File: src/rtl/slpmc_map.vh
`ifndef SLPMC_MAP_VH
`define SLPMC_MAP_VH
// Clock period in picoseconds
`define SLPMC_CLK_PS         4000
// Glitch filter: low or high must stand this long, in ns
`define SLPMC_FILT_NS        100
`define SLPMC_FILT_CYC       ((`SLPMC_FILT_NS*1000+`SLPMC_CLK_PS-1)/`SLPMC_CLK_PS)
// Entry delay after a filtered low, in ns
`define SLPMC_ENTRY_NS       300
`define SLPMC_ENTRY_CYC      ((`SLPMC_ENTRY_NS*1000+`SLPMC_CLK_PS-1)/`SLPMC_CLK_PS)
// Wake-up delay after a filtered high, in ns
`define SLPMC_WAKE_NS        1000
`define SLPMC_WAKE_CYC       ((`SLPMC_WAKE_NS*1000+`SLPMC_CLK_PS-1)/`SLPMC_CLK_PS)
// Power state codes
`define SLPMC_ST_NORMAL      2'h0
`define SLPMC_ST_ENTER       2'h1
`define SLPMC_ST_SLEEP       2'h2
`define SLPMC_ST_WAKE        2'h3
`endif

File: src/rtl/slpmc_filter.v
`timescale 1ns/1ps
`default_nettype none
// Three-stage synchroniser followed by a stable-time filter
module slpmc_filter #(
  parameter integer FILT_CYC = 25,
  parameter integer CW       = 8
) (
  input  wire i_sys_clk,
  input  wire i_rst,
  input  wire i_pin_n,
  output reg  o_level
);
  reg          s1_r;
  reg          s2_r;
  reg          s3_r;
  reg [CW-1:0] cnt_r;

  always @(posedge i_sys_clk) begin
    if (i_rst) begin
      s1_r    <= 1'b1;
      s2_r    <= 1'b1;
      s3_r    <= 1'b1;
      cnt_r   <= {CW{1'b0}};
      o_level <= 1'b1;
    end else begin
      s1_r <= i_pin_n;
      s2_r <= s1_r;
      s3_r <= s2_r;
      // Short pulses restart the count and never reach the output
      if (s2_r != s3_r || s3_r == o_level) begin
        cnt_r <= {CW{1'b0}};
      end else if (cnt_r == FILT_CYC[CW-1:0] - 1'b1) begin
        cnt_r   <= {CW{1'b0}};
        o_level <= s3_r;
      end else begin
        cnt_r <= cnt_r + 1'b1;
      end
    end
  end
endmodule
`default_nettype wire

File: src/rtl/slpmc_ctrl.v
// What this block does
// - Request pin alone selects sleep or normal
// - Sleep stops user logic, tristates I/O
// - Sleep entry discards registers and block RAM
// - Test and programming logic off in sleep
// - Pull-up default, synchronised, glitch filtered request
// - Enter sleep shortly after valid low
// - Resume normal operation after wake delay
`include "slpmc_map.vh"
`timescale 1ns/1ps
`default_nettype none
module slpmc_ctrl #(
  parameter integer NUM_IO    = 8,
  parameter integer FILT_CYC  = `SLPMC_FILT_CYC,
  parameter integer ENTRY_CYC = `SLPMC_ENTRY_CYC,
  parameter integer WAKE_CYC  = `SLPMC_WAKE_CYC
) (
  input  wire              i_sys_clk,
  input  wire              i_rst,
  input  wire              i_low_power_req_n,
  input  wire [NUM_IO-1:0] i_user_oe,
  output reg  [NUM_IO-1:0] o_io_oe,
  output reg               o_user_run,
  output reg               o_user_rst,
  output reg               o_ram_clear,
  output reg               o_test_enable,
  output reg               o_asleep,
  output reg  [1:0]        o_state
);
  localparam [1:0] ST_NORMAL = `SLPMC_ST_NORMAL;
  localparam [1:0] ST_ENTER  = `SLPMC_ST_ENTER;
  localparam [1:0] ST_SLEEP  = `SLPMC_ST_SLEEP;
  localparam [1:0] ST_WAKE   = `SLPMC_ST_WAKE;
  localparam integer CW = 10;

  wire          req_hi;
  reg  [1:0]    state_r;
  reg  [1:0]    state_nxt;
  reg  [CW-1:0] cnt_r;
  reg  [CW-1:0] cnt_nxt;
  wire          run_nxt;

  // A floating pin is pulled high outside; reset state is also high
  slpmc_filter #(
    .FILT_CYC (FILT_CYC),
    .CW       (CW)
  ) u_filter (
    .i_sys_clk (i_sys_clk),
    .i_rst     (i_rst),
    .i_pin_n   (i_low_power_req_n),
    .o_level   (req_hi)
  );

  // Only the filtered pin level moves the state machine
  always @* begin
    state_nxt = state_r;
    cnt_nxt   = cnt_r;
    case (state_r)
      ST_NORMAL: begin
        cnt_nxt = {CW{1'b0}};
        if (!req_hi) begin
          state_nxt = ST_ENTER;
        end
      end
      ST_ENTER: begin
        if (req_hi) begin
          state_nxt = ST_NORMAL;
          cnt_nxt   = {CW{1'b0}};
        end else if (cnt_r == ENTRY_CYC[CW-1:0] - 1'b1) begin
          state_nxt = ST_SLEEP;
          cnt_nxt   = {CW{1'b0}};
        end else begin
          cnt_nxt = cnt_r + 1'b1;
        end
      end
      ST_SLEEP: begin
        cnt_nxt = {CW{1'b0}};
        if (req_hi) begin
          state_nxt = ST_WAKE;
        end
      end
      ST_WAKE: begin
        if (!req_hi) begin
          state_nxt = ST_SLEEP;
          cnt_nxt   = {CW{1'b0}};
        end else if (cnt_r == WAKE_CYC[CW-1:0] - 1'b1) begin
          state_nxt = ST_NORMAL;
          cnt_nxt   = {CW{1'b0}};
        end else begin
          cnt_nxt = cnt_r + 1'b1;
        end
      end
      default: begin
        state_nxt = ST_NORMAL;
        cnt_nxt   = {CW{1'b0}};
      end
    endcase
  end

  assign run_nxt = (state_nxt == ST_NORMAL);

  always @(posedge i_sys_clk) begin
    if (i_rst) begin
      state_r       <= ST_NORMAL;
      cnt_r         <= {CW{1'b0}};
      o_io_oe       <= {NUM_IO{1'b0}};
      o_user_run    <= 1'b0;
      o_user_rst    <= 1'b1;
      o_ram_clear   <= 1'b0;
      o_test_enable <= 1'b0;
      o_asleep      <= 1'b0;
      o_state       <= ST_NORMAL;
    end else begin
      state_r       <= state_nxt;
      cnt_r         <= cnt_nxt;
      o_state       <= state_nxt;
      o_user_run    <= run_nxt;
      o_io_oe       <= run_nxt ? i_user_oe : {NUM_IO{1'b0}};
      // User reset held outside normal so wake starts clean
      o_user_rst    <= !run_nxt;
      o_ram_clear   <= (state_r == ST_ENTER) &&
                       (state_nxt == ST_SLEEP);
      o_test_enable <= (state_nxt != ST_SLEEP);
      o_asleep      <= (state_nxt == ST_SLEEP);
    end
  end
endmodule
`default_nettype wire

File: config.mk
export PLATFORM = sky130hd
export DESIGN_NAME = slpmc_ctrl
export DESIGN_NICKNAME = d
export VERILOG_FILES = /design/src/rtl/slpmc_filter.v /design/src/rtl/slpmc_ctrl.v
export VERILOG_INCLUDE_DIRS = /design/src /design/src/rtl
export SDC_FILE = /design/constraint.sdc
export NUM_CORES = 1
export LEC_CHECK = 0
export ABC_AREA = 1
export BUFFER_PORTS_ARGS = -buffer_cell sky130_fd_sc_hd__buf_2
export CELL_PAD_IN_SITES_DETAIL_PLACEMENT = 1
export CELL_PAD_IN_SITES_GLOBAL_PLACEMENT = 1
export CORE_ASPECT_RATIO = 0.5
export CORE_MARGIN = 3
export CORE_UTILIZATION = 44
export DETAILED_ROUTE_END_ITERATION = 10
export GPL_TIMING_DRIVEN = 0
export PLACE_DENSITY_LB_ADDON = 0.1
export SETUP_SLACK_MARGIN = 0.15
export SLEW_MARGIN = 20
export SYNTH_ARGS = -nofsm -noshare
export SYNTH_HDL_FRONTEND = slang
export SYNTH_SLANG_ARGS = --single-unit
File: constraint.sdc
create_clock -name i_sys_clk -period 3.05 [get_ports i_sys_clk]
set_clock_uncertainty 0.15 [all_clocks]
set_input_delay 0.61 -clock i_sys_clk [delete_from_list [all_inputs] [get_ports i_sys_clk]]
set_output_delay 0.61 -clock i_sys_clk [all_outputs]
set_load 0.005 [all_outputs]
=== After elaboration in Yosys (flattened, before gate mapping) ===
Index checks and enable logic that the tools add are counted.

* Register bits: 39
* Bits of input ports: 11
* Output and inout port bits: 15
* Logic and storage cells: 48

* Multiplexer cells: 12
* Add/subtract/negate cells: 2
* Bitwise logic cells: 2
* Eq/ne operators: 10
* Reductions and logical operators: 9

{| class="wikitable"
|+ Operators by type and width
! operator !! number
|-
| 10-bit two-way mux || 4
|-
| 10-bit one-hot mux with 3 select lines || 1
|-
| 10-bit by 1-bit adder with 10-bit output, second input constant || 2
|-
| 2-bit two-way mux || 6
|-
| 10-bit by 5-bit equality test with 1-bit output, second input constant || 1
|-
| 10-bit by 7-bit equality test with 1-bit output, second input constant || 1
|-
| 10-bit by 8-bit equality test with 1-bit output, second input constant || 1
|-
| 2-bit one-hot mux with 4 select lines || 1
|-
| 2-bit equality test, second input constant || 3
|-
| 2-bit logical NOT || 2
|-
| 2-bit OR reduction || 2
|-
| 3-bit OR reduction || 1
|-
| 2-bit by 1-bit equality test with 1-bit output, second input constant || 1
|-
| 2-bit != test, second input constant || 1
|-
| 1-bit inverter || 2
|-
| 2-bit AND reduction || 1
|-
| 1-bit equality test || 1
|-
| 1-bit logical AND || 1
|-
| 1-bit logical NOT || 1
|-
| 1-bit logical OR || 1
|-
| 1-bit != test || 1
|}

=== Logic depth before layout (Yosys ltp) ===
Gate-level depths: netlist (run 1).

* Depth in word-level cells: 7
* Depth in mapped cells: 10
* Mapped depth without buffers: 9

=== Hierarchy ===
A second synthesis (run 1) with hierarchy kept.

* Cell total of the unflattened synthesis: 218
* Area, all modules: 1749.2 um2

{| class="wikitable"
|+ Modules (own cells, without submodules)
! module !! cells each !! seq. area each (um2) !! area an instance (um2) !! instances
|-
| slpmc_ctrl || 122 || 500.5 || 1081.0 || 1
|-
| slpmc_filter || 96 || 280.3 || 668.1 || 1
|}

=== Worst setup path before layout (run 1) ===
OpenSTA, ideal clock, no wires.

* Path type: register -> register
* Start: register cnt_r[0]
* End: register o_test_enable
* Buffers on the path: 1
* Library setup time: 0.119 ns
* Stages on the path, launching flop included: 10
* Data arrival time: 1.254 ns
* Clock period less this slack: 1.524 ns
* Setup slack: 1.526 ns
* Required time: 2.781 ns
* Path through: dfxtp_1 > ha_1 > nand3_1 > nor2_1 > nand3_2 > nand2_2 > nand3_4 > buf_6 > nand2_1 > nand2_1

* Longest elaborated chain between the ends: 5
* Elaborated cells on any way between the ends: 8
* Classes of those cells: eq/ne (3); mux (5)

{| class="wikitable"
|+ RTL lines
! element !! line !! RTL
|-
| start, declared || slpmc_ctrl.v:39 || <nowiki>reg [CW-1:0] cnt_r;</nowiki>
|-
| start signal, assigned || slpmc_ctrl.v:105 || <nowiki>cnt_r <= {CW{1'b0}};</nowiki>
|-
| start signal, assigned || slpmc_ctrl.v:115 || <nowiki>cnt_r <= cnt_nxt;</nowiki>
|-
| 10-bit by 8-bit equality test with 1-bit output / 10-bit by 7-bit equality test with 1-bit output (equally long branches) || slpmc_ctrl.v:86, slpmc_ctrl.v:69 ||
|-
| 2-bit two-way mux, on equally long branches || slpmc_ctrl.v:86, slpmc_ctrl.v:69 ||
|-
| 2-bit two-way mux, on equally long branches || slpmc_ctrl.v:83, slpmc_ctrl.v:66 ||
|-
| 2-bit one-hot mux with 4 select lines (*) || slpmc_ctrl.v:58 || <nowiki>case (state_r)</nowiki>
|-
| 2-bit != test (*) || slpmc_ctrl.v:123 || <nowiki>o_test_enable <= (state_nxt != ST_SLEEP);</nowiki>
|-
| end signal, assigned || slpmc_ctrl.v:123 ||
|-
| end, declared || slpmc_ctrl.v:26 || <nowiki>output reg o_test_enable,</nowiki>
|}

Mark *: on every way between the ends. The rest lies on a longest branch, timed or not.
A chain may end at the register's enable or synchronous reset.

=== Worst setup path after layout (run 1) ===
* Start: register cnt_r[0]
* End: register o_user_rst

* Longest elaborated chain between the ends: 6
* Elaborated cells on any way between the ends: 9
* Classes of those cells: eq/ne (2); mux (5); reduce/logical (2)

{| class="wikitable"
|+ RTL lines
! element !! line !! RTL
|-
| 10-bit by 8-bit equality test with 1-bit output / 10-bit by 7-bit equality test with 1-bit output (equally long branches) || slpmc_ctrl.v:86, slpmc_ctrl.v:69 ||
|-
| 2-bit two-way mux, on equally long branches || slpmc_ctrl.v:86, slpmc_ctrl.v:69 ||
|-
| 2-bit two-way mux, on equally long branches || slpmc_ctrl.v:83, slpmc_ctrl.v:66 ||
|-
| 2-bit one-hot mux with 4 select lines (*) || slpmc_ctrl.v:58 ||
|-
| 2-bit logical NOT (*) || slpmc_ctrl.v:100 || <nowiki>assign run_nxt = (state_nxt == ST_NORMAL);</nowiki>
|-
| 1-bit logical NOT (*) || slpmc_ctrl.v:120 || <nowiki>o_user_rst <= !run_nxt;</nowiki>
|-
| end signal, assigned || slpmc_ctrl.v:120 ||
|-
| end, declared || slpmc_ctrl.v:24 || <nowiki>output reg o_user_rst,</nowiki>
|}

Marks and branches as above.

==> metrics.yaml, run 1 <==
syn-num-nets: 210
die_w_microns: 92.22
worstPathArrival_ps: 1800
core_area_sq_um: 3258
place_hpwl_mm: 2.591
grt.overflow.total: 0
synth_area_leaders: "dfxtp_1 48%, inv_1 7.3%, nor2_1 6.9%"
yosys-top-cells-count: "39 x dfxtp_1, 32 x inv_1, 30 x nor2_1, 27 x nand2_1, 15 x nand3_1"
wl_met3_microns: 105
track_usage: 0.1736
seq_area_sq_um: 780.7
grt_pass1_wl_mm: 6.175
critPathLaunch: "cnt_r[0]"
synth-edff-count: 0
io_pins: 26
holdBufCountCts: 0
initial_utilization: 0.5019
drcViolationCount: 0
crit_family: "simple AND/OR/NAND/NOR gates"
met1_length_mm: 1.417
clkSlewWorstSetupHoldPaths_ps: 80
max-slew-margin-rel: 0.7382
via_per_inst: 4.815
via_count: 1324
post-route-period-util: 0.5766
synth_area_sq_um: 1635
fin_crit_ps: 1759
grt_max_degree: 13
finalSetupViolations: 0
fmax_mhz: 568.7
path_depth: 8
cts_max_level: 2
syn-mean-instance-area_sq_um: 8.429
cp_cell_sequence: "ha_1 > nand3_1 > nor2_1 > nand4_1 > nand2_2 > nand3_4 > nor2_4 > inv_2"
dieArea_sq_um: 4529
first_pass_iters: 4
fin_tns_setup_ps: 0
cts_buffers: 5
status: "complete, no violations"
peakVddDrop_mv: 0.2132
path_buf_inv: 1
place.gp.congestion: 0.7765
dp_slack_ps: 1293
post_drt_wl_per_cell_microns: 13.09
worst_pin_slew_ps: 389.7
maxSlewViolCount: 0
cts.sinks: 39
p_leak_nw: 0.8564
ys_ff_latch: 39
synthFlopType: "dfxtp_1"
synth.top_cell.area_share: 0.4774
p_per_area_nw_per_um2: 514.0
layoutNonFillerInstCount: 275
rows: 14
cts_root_buffer: "clkbuf_8"
multi_input_area_sq_um: 719.4
crit_path_top_delay_cell: "dfxtp_1"
dp.cells: 267
synth_most_common_cell: "dfxtp_1"
antennaDiodeCount: 0
critPathMaxStageDelay_ps: 400
post_cts_buffers: 0
rsz0062_at_grt: "no"
placed_area_sq_um: 1821
area_growth_pct: 18.52
holdPathStages: 1
drive_above_1_share: 0.2423
cts_tree: "yes"
timing.rr.start: "cnt_r[0]"
nFillCells: 424
critPathKind: "reg2reg"
clock_path_buffers: 2
syn_inst: 194
fin_area_sq_um: 1938
die_h_microns: 49.11
antenna_found_initial: 0
worstSetupStartpointType: "flip-flop"
port-buffer-count: 25
yosysWarnings: 0
setup_ws_ps: 1291
yosysSeqAreaShare: 0.4774
grt_pass1_vias: 1378
yosysTopAreaCell: "dfxtp_1"
synth_cell_types: 23
hp-class: "reg2reg"
ff2ff_path_depth: 8
detail-route-antenna-nets: 0
async_flop_share: 0
clk_latency_ps: 280
drt-total-wl_mm: 3.601
wl_met2_mm: 2.022
highest_layer: "met4"
max_cap_viol_count: 0
cp-end-kind: "flip-flop"
report.final.hold_viol_count: 0
hold_path.startpoint: "u_filter.s1_r"
worstPathRequired_ps: 3090
cp_max_fo: 10
drtIter0Drc: 28
layout.nets: 242
cts_repair_resize_count: 0
==> layer usage <==
metal  global-route usage  vias up
met5                    0        -
met4              0.06158        0
met3              0.05393        6
met2               0.3490       11
met1               0.1665      648
li1                     -      659
==> sequential cells by signal, summed over array words and instances (netlist names) <==
register	flops
u_filter.o_level	1
o_io_oe	8
u_filter.s2_r	1
o_user_rst	1
u_filter.s3_r	1
cnt_r	10
u_filter.cnt_r	10
o_ram_clear	1
u_filter.s1_r	1
o_test_enable	1
state_r	2
o_asleep	1
o_user_run	1
==> cells by family (layout without fill, tap and decap cells) <==
family	after synthesis	after routing	synth area share
buffers and inverters	34	67	0.08263
AO/OA/AOI/OAI	4	4	0.01531
flip-flops	39	39	0.4774
AND/OR/NAND/NOR	101	101	0.3275
XOR/XNOR	11	11	0.05892
adder cells (fa/ha/maj)	5	5	0.03826
==> power breakdown <==
group	switching (mW)	total (mW)	internal [mW]
registers	0.00277	0.521	0.518
logic	0.0177	0.0340	0.0163
clock network	0.176	0.441	0.265
==> cells in the final DEF (no fill, tap or decap), drive strengths merged <==
cell type  count
inv           33
nand3         18
nor3b          1
bufinv         1
nand2         31
a41oi          1
or2            2
clkinv         1
a31oi          1
nor2          32
a21oi          2
xor2           8
nand4          1
buf           26
dfxtp         39
ha             5
clkbuf         6
xnor2          3
nand3b         1
nor3          15
==> layout make-up <==
class,instances,area share
buffer,1,0.005810
timing repair buffer,25,0.06456
clock inverter,2,0.01808
multi-input combinational,121,0.3712
sequential,39,0.4028
tap,48,0.03099
clock buffer,6,0.04261
inverter,33,0.06391
==> worst reg2reg max path, cell delays in order (launching register included) <==
cell     delay (ps)
dfxtp_1         400
ha_1            180
nand3_1          70
nor2_1          210
nand4_1         150
nand2_2         120
nand3_4         180
nor2_4          160
inv_2            30
==> through the flow <==
step                      utilization  hold WS, ps  power [mW]
after floorplan                     -        239.5      0.5494
after global placement         0.5588        242.7      0.5653
after detailed placement       0.5588        254.4      0.5676
after CTS                      0.5949        273.6       1.005
after global routing           0.5949        298.3       1.037
final                          0.5949        268.2      0.9962
==> path summary, 6_finish.rpt <==
kind                    to  slack (ps)
max             o_user_rst        1290
min          u_filter.s2_r         270
max reg2reg     o_user_rst        1290
min reg2reg  u_filter.s2_r         270
(Power assumes the default switching activity.)
==> inputs of run 2 (changes only) <==
CORE_UTILIZATION = 41   (was 44)
clock period = 1.8 ns   (was 3.05 ns; I/O delays follow)
==> run 2 against run 1 <==
  * Setup slack got worse by 1100 ps
  * Final cell count grew 2.2%
  * Fmax grew 7.0%
  * Final area up 10%
  * Core utilization shrank 0.59 points
  * Sequential power is 69% higher
  * Global-route usage decreased by 2.2 points
  * Hold slack got worse by 170 ps
  * Highest routed layer unchanged
==> metrics.yaml, run 2 (synthesis gave the netlist of run 1 again) <==
worstSetupStartpointType: "flip-flop"
cts.sinks: 39
total_power_mw: 1.723
clk_latency_ps: 290
p_leak_nw: 0.8935
post_drt_wl_per_cell_microns: 13.52
crit_family: "simple AND/OR/NAND/NOR gates"
crit_path_top_delay_cell: "dfxtp_4"
status: "complete, no violations"
path_buf_inv: 2
dieArea_sq_um: 4828
fin_crit_ps: 1643
place_hpwl_mm: 2.492
io_pins: 26
hold-worst-slack_ps: 98.98
timing.rr.start: "cnt_r[1]"
place.gp.congestion: 0.7138
cp-end-kind: "flip-flop"
finalSetupViolations: 0
worst_pin_slew_ps: 342.6
hp-class: "in2reg"
clock_path_buffers: 2
ff2ff_path_depth: 9
core_area_sq_um: 3622
peakVddDrop_mv: 0.4356
grt.overflow.total: 0
met1_usage: 0.1613
layout_commonest_cell: "dfxtp_1"
maxSlewViolCount: 0
via_per_inst: 4.786
cts_max_level: 2
fmax_mhz: 608.5
antenna_found_initial: 0
drive_above_1_share: 0.3565
first_pass_iters: 4
max-slew-margin-rel: 0.7713
nFillCells: 437
cp_max_fo: 5
min_to: "u_filter.s1_r"
ff2ff_setup_slack_ps: 160
r2r-end: "o_user_rst"
holdPathStages: 2
fin_util: 0.5889
reg_top3: "cnt_r: 10 flops, u_filter.cnt_r: 10 flops, o_io_oe: 8 flops"
cts_buffers: 5
cts_tree: "yes"
drcViolationCount: 0
port-buffer-count: 25
via_count: 1345
report.final.hold_viol_count: 0
max_cap_viol_count: 0
initial_utilization: 0.4515
track_usage: 0.1514
worstPathArrival_ps: 1680
cts_root_buffer: "clkbuf_8"
drt-total-wl_mm: 3.798
layout_common_cells: "34 x dfxtp_1, 30 x inv_1, 25 x nor2_1, 25 x buf_2, 22 x nand2_1"
area_growth_pct: 30.45
antennaDiodeCount: 0
detail-route-antenna-nets: 0
die_w_microns: 95.32
layout.nets: 245
hold_path.startpoint: "i_low_power_req_n"
seq_area_sq_um: 792.0
use_met3: 0.05389
p_per_area_nw_per_um2: 807.8
post-route-period-util: 0.9129
grt_max_degree: 14
critPathKind: "reg2reg"
grt_util_met2: 0.2851
fin_tns_setup_ps: 0
holdBufCountCts: 0
top_usage_layer: "met2"
setup_ws_ps: 156.7
rows: 15
worstPathRequired_ps: 1840
grt_pass1_vias: 1340
grt_pass1_wl_mm: 5.664
die_h_microns: 50.66
drtIter0Drc: 17
critPathMaxStageDelay_ps: 360
rsz0062_at_grt: "yes"
multi_input_area_sq_um: 842.1
clkSlewWorstSetupHoldPaths_ps: 80
dp_slack_ps: 57.21
cp_cell_sequence: "inv_2 > ha_4 > nand3_4 > nor2_4 > nand4_1 > nand2_2 > nand3_4 > nor2_4 > inv_2"
## run 2: changes by cell type in the layout (fill, tap and decap cells not counted), sizes merged
| cell | previous run | this run |
|---|---|---|
| clkbuf | 6 | 7 |
| buf | 26 | 27 |
| inv | 33 | 34 |
| nand3 | 18 | 19 |
| clkinv | 1 | 0 |
## run 2: worst max-delay path by stage
stage	slack (ps)	depth (start not counted)	from	endpoint
floorplan	280	9	cnt_r[0]	o_test_enable
global placement	100	8	cnt_r[0]	o_user_rst
detailed placement	60	8	cnt_r[0]	o_user_rst
CTS	160	10	cnt_r[0]	o_test_enable
global route	80	8	cnt_r[0]	o_ram_clear
finish	160	9	cnt_r[1]	o_user_rst
## run 2: metrics by stage
step	cells	area [sq um]
after global routing	281	2133
after global placement	270	1824
after detailed placement	270	1824
final	281	2133
after CTS	278	1956
after floorplan	194	1635
## run 2: metal layers
metal / routed length (microns) / vias up
met1: 1500 / 662
met2: 2181 / 9
li1: - / 672
met3: 99 / 2
met5: 0 / -
met4: 17 / 0
## run 2: timing repair
| item | 4_1_cts | 5_1_grt |
|---|---|---|
| pin swaps | 0 | 10 |
| gates cloned | 0 | 2 |
| setup endpoints to repair | 30 | 34 |
| buffers inserted | 0 | 1 |
| resized for setup | 5 | 32 |
## run 2: cell type report
cell class	instances	area share
plain buffers	1	0.009384
clock inverters	2	0.01818
inverters	33	0.05806
multi-input cells	122	0.3947
flip-flops and latches	39	0.3713
repair buffers	27	0.07977
clock buffers	6	0.03871
well taps	51	0.02991
## run 2: worst register-to-register path, stage by stage (launching register included)
cell and delay [ps]:
dfxtp_4 360, inv_2 60, ha_4 130, nand3_4 60
nor2_4 150, nand4_1 130, nand2_2 140, nand3_4 170
nor2_4 170, inv_2 30
## run 2: report_power, final
group	switching, mW	leakage, nW	internal, mW
clock network	0.322	0.0618	0.456
logic	0.0344	0.510	0.0316
registers	0.00444	0.321	0.875
total	0.361	0.894	1.36
